`src/verilog/gplut_pkg.sv`:
```
/*
  package for the lookup-table output logic of the 16-channel expander:
  register offsets, reset values and the logic mode codes.
  assumes nothing of its surroundings; imported by every design file.
*/
`default_nettype none

package gplut_pkg;

  // register offsets on the internal register port (byte addresses)
  localparam logic [7:0] GPLUT_OFS_B_UPPER_IO15 = 8'h24;
  localparam logic [7:0] GPLUT_OFS_A_UPPER_IO7  = 8'h25;
  localparam logic [7:0] GPLUT_OFS_B_LOWER_IO11 = 8'h26;

  // values after reset
  localparam logic [7:0]  GPLUT_RST_TABLE = 8'h00;
  localparam logic [7:0]  GPLUT_RST_RDATA = 8'h00;
  localparam logic [15:0] GPLUT_RST_PINS  = 16'h0000;
  localparam logic [15:0] GPLUT_RST_OE_N  = 16'hffff;

  // pin positions of the three lookup outputs and their select groups
  localparam int GPLUT_POS_IO7  = 7;
  localparam int GPLUT_POS_IO11 = 11;
  localparam int GPLUT_POS_IO15 = 15;
  localparam int GPLUT_SEL_IO7  = 4;
  localparam int GPLUT_SEL_IO11 = 8;
  localparam int GPLUT_SEL_IO15 = 12;

  // logic mode of one nibble of a bank
  typedef enum logic [1:0] {
    GPLUT_MODE_OFF     = 2'h0,
    GPLUT_MODE_2TO1    = 2'h1,
    GPLUT_MODE_3TO1    = 2'h2,
    GPLUT_MODE_3TO2    = 2'h3
  } gplut_mode_t;

endpackage : gplut_pkg

`default_nettype wire

```
`src/verilog/gplut_cell.sv`:
```
/*
  one lookup cell: picks a table bit by a 3-bit pin code, or falls back
  to the ordinary data and direction of the pin when not enabled.
  assumes the caller registers the result; purely combinational.
*/
`timescale 1ns/1ps
`default_nettype none

module gplut_cell
  import gplut_pkg::*;
(
  input  wire logic [7:0] table_bits,
  input  wire logic [2:0] sel,
  input  wire logic       lut_enable,
  input  wire logic       plain_data,
  input  wire logic       plain_dir_input,
  output logic            out_val,
  output logic            out_oe_n
);

  // the table only counts while enabled; its contents stay untouched
  always_comb begin
    if (lut_enable) begin
      out_val  = table_bits[sel];   // code n picks bit n
      out_oe_n = 1'b0;              // a lookup output always drives
    end else begin
      out_val  = plain_data;
      out_oe_n = plain_dir_input;
    end
  end

endmodule : gplut_cell

`default_nettype wire

```
`src/verilog/gplut_top.sv`:
```
/*
  lookup-table output logic for pins 7, 11 and 15 of a 16-channel
  expander, with the three table registers and their register port.

  register map on the internal register port (byte offsets):
    0x24  bank b upper table, drives pin 15 from pins 14:12
    0x25  bank a upper table, drives pin 7 from pins 6:4
    0x26  bank b lower table, drives pin 11 from pins 10:8
  any other offset is ignored on write and reads back as zero here,
  so a slave that shares the port must merge its own read data.

  each table is an eight-entry truth table: the 3-bit code on the
  select pins picks one bit, code n picking bit n, and that bit is
  driven onto the output pin while the bank nibble is in 3-to-1 mode.
  in any other mode the pin behaves as an ordinary pin and the table
  keeps its contents, so a mode switch never needs a rewrite.
  limitation: the 3-to-2 mode is served by other tables outside this
  block, so here these pins fall back to ordinary drive in that mode.

  timing: a write lands on the edge that takes the strobe, a read
  answers on reg_rdata on that same edge and holds until the next read,
  and every pin output lags its inputs by exactly one edge.

  assumes a serial slave elsewhere turns bus traffic into the single-cycle
  reg_wr / reg_rd strobes here, that pin inputs are synchronous to clk,
  and that the mode codes come from mode registers kept elsewhere.
*/
`timescale 1ns/1ps
`default_nettype none

module gplut_top
  import gplut_pkg::*;
(
  input  wire logic        clk,
  input  wire logic        reset_n,
  input  wire logic [7:0]  reg_addr,
  input  wire logic        reg_wr,
  input  wire logic [7:0]  reg_wdata,
  input  wire logic        reg_rd,
  output logic      [7:0]  reg_rdata,
  input  wire logic [1:0]  bank_a_upper_logic_mode,
  input  wire logic [1:0]  bank_b_lower_logic_mode,
  input  wire logic [1:0]  bank_b_upper_logic_mode,
  input  wire logic [15:0] io_in,
  input  wire logic [15:0] gpio_data,
  input  wire logic [15:0] gpio_dir_input,
  output logic      [15:0] io_out,
  output logic      [15:0] io_oe_n
);

  // table registers and their next values
  logic [7:0]  lut_bank_a_upper_io7;
  logic [7:0]  lut_bank_b_lower_io11;
  logic [7:0]  lut_bank_b_upper_io15;
  logic [7:0]  next_lut_bank_a_upper_io7;
  logic [7:0]  next_lut_bank_b_lower_io11;
  logic [7:0]  next_lut_bank_b_upper_io15;
  // decoded write strobes, one per table
  logic        wr_a_upper_io7;
  logic        wr_b_lower_io11;
  logic        wr_b_upper_io15;
  // read-back and pin driver next values
  logic [7:0]  next_reg_rdata;
  logic [15:0] next_io_out;
  logic [15:0] next_io_oe_n;
  // per-pin lookup enables and cell results
  logic        en_io7;
  logic        en_io11;
  logic        en_io15;
  logic        val_io7;
  logic        val_io11;
  logic        val_io15;
  logic        oe_n_io7;
  logic        oe_n_io11;
  logic        oe_n_io15;

  // true when a mode code selects the 3-to-1 lookup function; the 3-to-2
  // function is served by other tables, so it is not a hit for these three
  function automatic logic gplut_is_lookup(input logic [1:0] mode);
    return (mode == GPLUT_MODE_3TO1);
  endfunction : gplut_is_lookup

  // true when a strobe is up at the given register offset
  function automatic logic gplut_hit(input logic       strobe,
                                     input logic [7:0] addr,
                                     input logic [7:0] ofs);
    return strobe && (addr == ofs);
  endfunction : gplut_hit

  // write decode: offsets outside the three tables belong elsewhere
  assign wr_a_upper_io7  = gplut_hit(reg_wr, reg_addr, GPLUT_OFS_A_UPPER_IO7);
  assign wr_b_lower_io11 = gplut_hit(reg_wr, reg_addr, GPLUT_OFS_B_LOWER_IO11);
  assign wr_b_upper_io15 = gplut_hit(reg_wr, reg_addr, GPLUT_OFS_B_UPPER_IO15);

  // table next values: a write replaces the whole byte, otherwise hold
  always_comb begin
    next_lut_bank_a_upper_io7  = lut_bank_a_upper_io7;
    next_lut_bank_b_lower_io11 = lut_bank_b_lower_io11;
    next_lut_bank_b_upper_io15 = lut_bank_b_upper_io15;
    if (wr_a_upper_io7) begin
      next_lut_bank_a_upper_io7 = reg_wdata;
    end
    if (wr_b_lower_io11) begin
      next_lut_bank_b_lower_io11 = reg_wdata;
    end
    if (wr_b_upper_io15) begin
      next_lut_bank_b_upper_io15 = reg_wdata;
    end
  end

  // tables clear on reset only; a mode change never touches them
  always_ff @(posedge clk or negedge reset_n) begin
    if (!reset_n) begin
      lut_bank_a_upper_io7  <= GPLUT_RST_TABLE;
      lut_bank_b_lower_io11 <= GPLUT_RST_TABLE;
      lut_bank_b_upper_io15 <= GPLUT_RST_TABLE;
    end else begin
      lut_bank_a_upper_io7  <= next_lut_bank_a_upper_io7;
      lut_bank_b_lower_io11 <= next_lut_bank_b_lower_io11;
      lut_bank_b_upper_io15 <= next_lut_bank_b_upper_io15;
    end
  end

  // read-back mux; a write and a read to one offset in the same cycle
  // return the old byte, since the table only changes on the edge
  always_comb begin
    next_reg_rdata = reg_rdata;
    if (reg_rd) begin
      unique case (reg_addr)
        GPLUT_OFS_A_UPPER_IO7:  next_reg_rdata = lut_bank_a_upper_io7;
        GPLUT_OFS_B_LOWER_IO11: next_reg_rdata = lut_bank_b_lower_io11;
        GPLUT_OFS_B_UPPER_IO15: next_reg_rdata = lut_bank_b_upper_io15;
        default:                next_reg_rdata = GPLUT_RST_RDATA;  // unmapped reads zero
      endcase
    end
  end

  // read data is registered and stands until the next read strobe
  always_ff @(posedge clk or negedge reset_n) begin
    if (!reset_n) begin
      reg_rdata <= GPLUT_RST_RDATA;
    end else begin
      reg_rdata <= next_reg_rdata;
    end
  end

  // mode gating; tables keep their contents whatever the mode
  assign en_io7  = gplut_is_lookup(bank_a_upper_logic_mode);
  assign en_io11 = gplut_is_lookup(bank_b_lower_logic_mode);
  assign en_io15 = gplut_is_lookup(bank_b_upper_logic_mode);

  // pin 7 cell: select code from pins 6:4, used only in bank a upper 3-to-1
  // the select code is the pad level, so a driven select pin reads back too
  gplut_cell u_cell_io7 (
    .table_bits      (lut_bank_a_upper_io7),
    .sel             (io_in[GPLUT_SEL_IO7 +: 3]),
    .lut_enable      (en_io7),
    .plain_data      (gpio_data[GPLUT_POS_IO7]),
    .plain_dir_input (gpio_dir_input[GPLUT_POS_IO7]),
    .out_val         (val_io7),
    .out_oe_n        (oe_n_io7)
  );

  // pin 11 cell: select code from pins 10:8, used only in bank b lower 3-to-1
  // code n picks bit n, so code 110 picks bit 6 and code 111 bit 7
  gplut_cell u_cell_io11 (
    .table_bits      (lut_bank_b_lower_io11),
    .sel             (io_in[GPLUT_SEL_IO11 +: 3]),
    .lut_enable      (en_io11),
    .plain_data      (gpio_data[GPLUT_POS_IO11]),
    .plain_dir_input (gpio_dir_input[GPLUT_POS_IO11]),
    .out_val         (val_io11),
    .out_oe_n        (oe_n_io11)
  );

  // pin 15 cell: select code from pins 14:12, used only in bank b upper 3-to-1
  // code 000 picks bit 0, the lowest entry of the table
  gplut_cell u_cell_io15 (
    .table_bits      (lut_bank_b_upper_io15),
    .sel             (io_in[GPLUT_SEL_IO15 +: 3]),
    .lut_enable      (en_io15),
    .plain_data      (gpio_data[GPLUT_POS_IO15]),
    .plain_dir_input (gpio_dir_input[GPLUT_POS_IO15]),
    .out_val         (val_io15),
    .out_oe_n        (oe_n_io15)
  );

  // pin drivers: ordinary pins pass through, lookup pins overlay
  // registering costs one cycle of latency but keeps outputs glitch free
  always_comb begin
    // every pin starts from its own data and direction
    next_io_out                 = gpio_data;
    next_io_oe_n                = gpio_dir_input;
    // pin 7 from the bank a upper cell
    next_io_out[GPLUT_POS_IO7]  = val_io7;
    next_io_oe_n[GPLUT_POS_IO7] = oe_n_io7;
    // pin 11 from the bank b lower cell
    next_io_out[GPLUT_POS_IO11]  = val_io11;
    next_io_oe_n[GPLUT_POS_IO11] = oe_n_io11;
    // pin 15 from the bank b upper cell
    next_io_out[GPLUT_POS_IO15]  = val_io15;
    next_io_oe_n[GPLUT_POS_IO15] = oe_n_io15;
  end

  // every output comes straight from a flop; reset releases every pin
  always_ff @(posedge clk or negedge reset_n) begin
    if (!reset_n) begin
      io_out  <= GPLUT_RST_PINS;
      io_oe_n <= GPLUT_RST_OE_N;   // all pins released during reset
    end else begin
      io_out  <= next_io_out;
      io_oe_n <= next_io_oe_n;
    end
  end

endmodule : gplut_top

`default_nettype wire

```
`config.mk`:
```
export PLATFORM = sky130hd
export DESIGN_NAME = gplut_top
export DESIGN_NICKNAME = d
export VERILOG_FILES = /design/src/verilog/gplut_pkg.sv /design/src/verilog/gplut_cell.sv /design/src/verilog/gplut_top.sv
export SDC_FILE = /design/constraint.sdc
export NUM_CORES = 1
export LEC_CHECK = 0
export ABC_AREA = 1
export BUFFER_PORTS_ARGS = -buffer_cell sky130_fd_sc_hd__buf_2
export CAP_MARGIN = 20
export CORE_MARGIN = 4
export CORE_UTILIZATION = 43
export CTS_BUF_LIST = sky130_fd_sc_hd__clkbuf_2
export DETAILED_ROUTE_END_ITERATION = 10
export PLACE_DENSITY = 0.73
export SLEW_MARGIN = 40
export SYNTH_ARGS = -nofsm -noshare
export SYNTH_HDL_FRONTEND = slang
export SYNTH_SLANG_ARGS = --single-unit
```
`constraint.sdc`:
```
create_clock -name clk -period 2.1 [get_ports clk]
set_input_delay 0.105 -clock clk [delete_from_list [all_inputs] [get_ports clk]]
set_output_delay 0.105 -clock clk [all_outputs]
set_load 0.02 [all_outputs]
```
==> impl_metrics.toml <==
[sta]
fin_crit_sh_pct = 75.4
tightest_slew_ns = 0.537
max_clock_freq_mhz = 631
fin_skew_ns = 0.0237
setup-violations-final = 0
slew_headroom_pct = 64.1
hold_violations = 0
setup_ws_ns = 0.516
fin_crit_ns = 1.58
fin_tns_setup_ns = 0
slew_violations = 0
rsz0062_at_grt = "no"

[cts]
cts_tree = "yes"
path_clk_slew_ns = 0.20
htree_levels = 3
cts-buffers-inserted = 9
cts_sinks = 64
clk_latency_ns = 0.50
cts_resized = 0
cts_root_buffer = "clkbuf_2"
clock_tree.buffer_depth = 2

[synth]
ys_ff_latch = 64
synth_area_um2 = 2720
ys_types = 18
yosysTopAreaCell = "dfrtp_1"
synthDominantCellAreaShare_pct = 44.1
synth_nets = 360
synthCells = 286
syn_avg_cell_area_um2 = 9.52
yosys-top-cells-area = "dfrtp_1, dfstp_2, nand2_1"
yosysWarnings = 0
seq_area_frac_synth_pct = 59.5

[die]
die_w_um = 87.6
pin_count = 114
core-area_um2 = 6030
die-height_um = 87.6
die-area_um2 = 7670
start_util_pct = 45.2
row_count = 28

[route]
viasPerCell = 4.80
drtIter0Drc = 151
wl_um = 7210
ant_nets = 0
route.detailed.drc = 0
vias = 2522
dr.pass1.iters = 4
wire_per_inst_um = 13.7

[worst_setup_path]
crit_top_cell = "dlygate4sd3_1"
path_max_fanout = 1
cp_num_buf_inv = 4
worstPathCellList = "dlygate4sd3_1 -> buf_2 -> o21ai_0 -> dlygate4sd3_1 -> nand2_1 -> dlygate4sd3_1"
required_ns = 2.50
cp-start-kind = "input pin"
cp-end-kind = "flop"
crit_family = "buffers and inverters"
critPathKind = "input pin to flop"
rr_worst_depth = 7
slowest_stage = "dlygate4sd3_1"
cpPeakStageDelay_ns = 0.56
worstPathArrival_ns = 1.98
path_depth = 6

[pwr]
power_switching_uw = 708
power_density_nw_per_um2 = 629
power_switching_share_pct = 28.6
p_leak_uw = 0.00209
seqPwrFrac_pct = 54.2
p_int_uw = 1760
combPwrFrac_pct = 15.5
clkPwrFrac_pct = 30.3
peakVddDrop_uv = 433

[cells_and_area]
fin_area_um2 = 3930
antenna_cells_inserted = 0
fillerInstances = 509
nets = 519
final_util_pct = 65.2
ff_latch_area_um2 = 1620
area_growth_pct = 44.3
multi_input_area_um2 = 915
layout_commonest_cell = "buf_2"
drive_gt1_share_pct = 35.1
final_cell_mix = "buf_2, nand2_1, dlygate4sd3_1"
stdcell_count = 525

[min_path]
worstHoldPathType = "input pin to asynchronous set/reset pin"

[run]
drv_cap = 0

[run_status]
status = "completed"

[global_route]
grt.overflow.total = 0
gr-usage-all-layers_pct = 19.9
grt_pass1_wl_um = 11600
grt_antenna_before_repair = 0
grt_pass1_vias = 2575
grt_max_degree = 34

[place]
place_area_um2 = 3300
port_buffers = 106
numPlacedInstances = 458
pre_cts_ws_ns = 0.722
place_congestion = 0.835
hpwl_um = 4910
[power groups by stage]
stage	registers (µW)	clock network [µW]	logic [µW]
after floorplan	1400	0	104
after global placement	1360	0	297
after detailed placement	1360	0	305
after CTS	1340	766	383
after global routing	1350	832	426
final	1340	748	384
[path summary, 6_finish.rpt]
kind                                     startpoint                       to  slack, ns
min in group clk                        reg_addr[0]  lut_bank_a_upper_io7[0]       0.14
setup reg to reg           lut_bank_b_lower_io11[7]               io_out[11]       0.57
max in group asynchronous                   reset_n              io_oe_n[10]       1.44
hold / removal                              reset_n               io_out[14]       0.05
setup / recovery                      gpio_data[15]               io_out[15]       0.52
hold reg to reg                        reg_rdata[3]             reg_rdata[3]       0.50
[metal layers]
layer / vias up / part of all wire (%) / GRT usage, %
met5: - / 0 / 0
met4: 0 / 2.6 / 9.62
met3: 18 / 7.2 / 4.33
met2: 104 / 51 / 34.8
met1: 1159 / 39 / 23.1
li1: 1241 / - / -
[flip-flops by register name, indices dropped and copies added, names as in the netlist]
signal and flops:
io_oe_n 16, io_out 16, lut_bank_a_upper_io7 8, lut_bank_b_lower_io11 8, lut_bank_b_upper_io15 8, reg_rdata 8
[cell type report]
class | count | area share (%)
inverter | 32 | 3.06
tap | 75 | 2.39
clock buffer | 9 | 1.15
multi-input combinational | 180 | 23.3
sequential | 64 | 41.3
timing repair buffer | 158 | 27.1
clock inverter | 7 | 1.81
[synth_stat cells, drive strengths merged]
cell and count:
nand2 87, clkbuf 5, nand3 41, buf 5
dfrtp 48, o21ai 30, o211ai 9, nor2 13
dfstp 16, inv 32
[logic make-up (layout without fill, tap and decap cells)]
family,count (synthesis),in the layout,share of synthesized area (%)
buffers and inverters,42,206,6.89
and+or+nand+nor,141,141,24.8
DFF,64,64,59.5
AOI/OAI and AO/OA,39,39,8.82
[through the flow]
step           hold slack (ns)  power [µW]
2_1_floorplan           -0.191        1510
3_3_place_gp             0.192        1650
3_5_place_dp             0.202        1660
4_1_cts                  0.112        2490
5_1_grt                 0.0508        2600
6_report                0.0544        2470
[what timing repair did]
action	in CTS	in global routing
endpoints found under the hold margin	84	0
setup buffers	0	0
setup endpoints to repair	0	0
hold buffers	51	0
No activity file was read; power rests on OpenSTA's default activity.
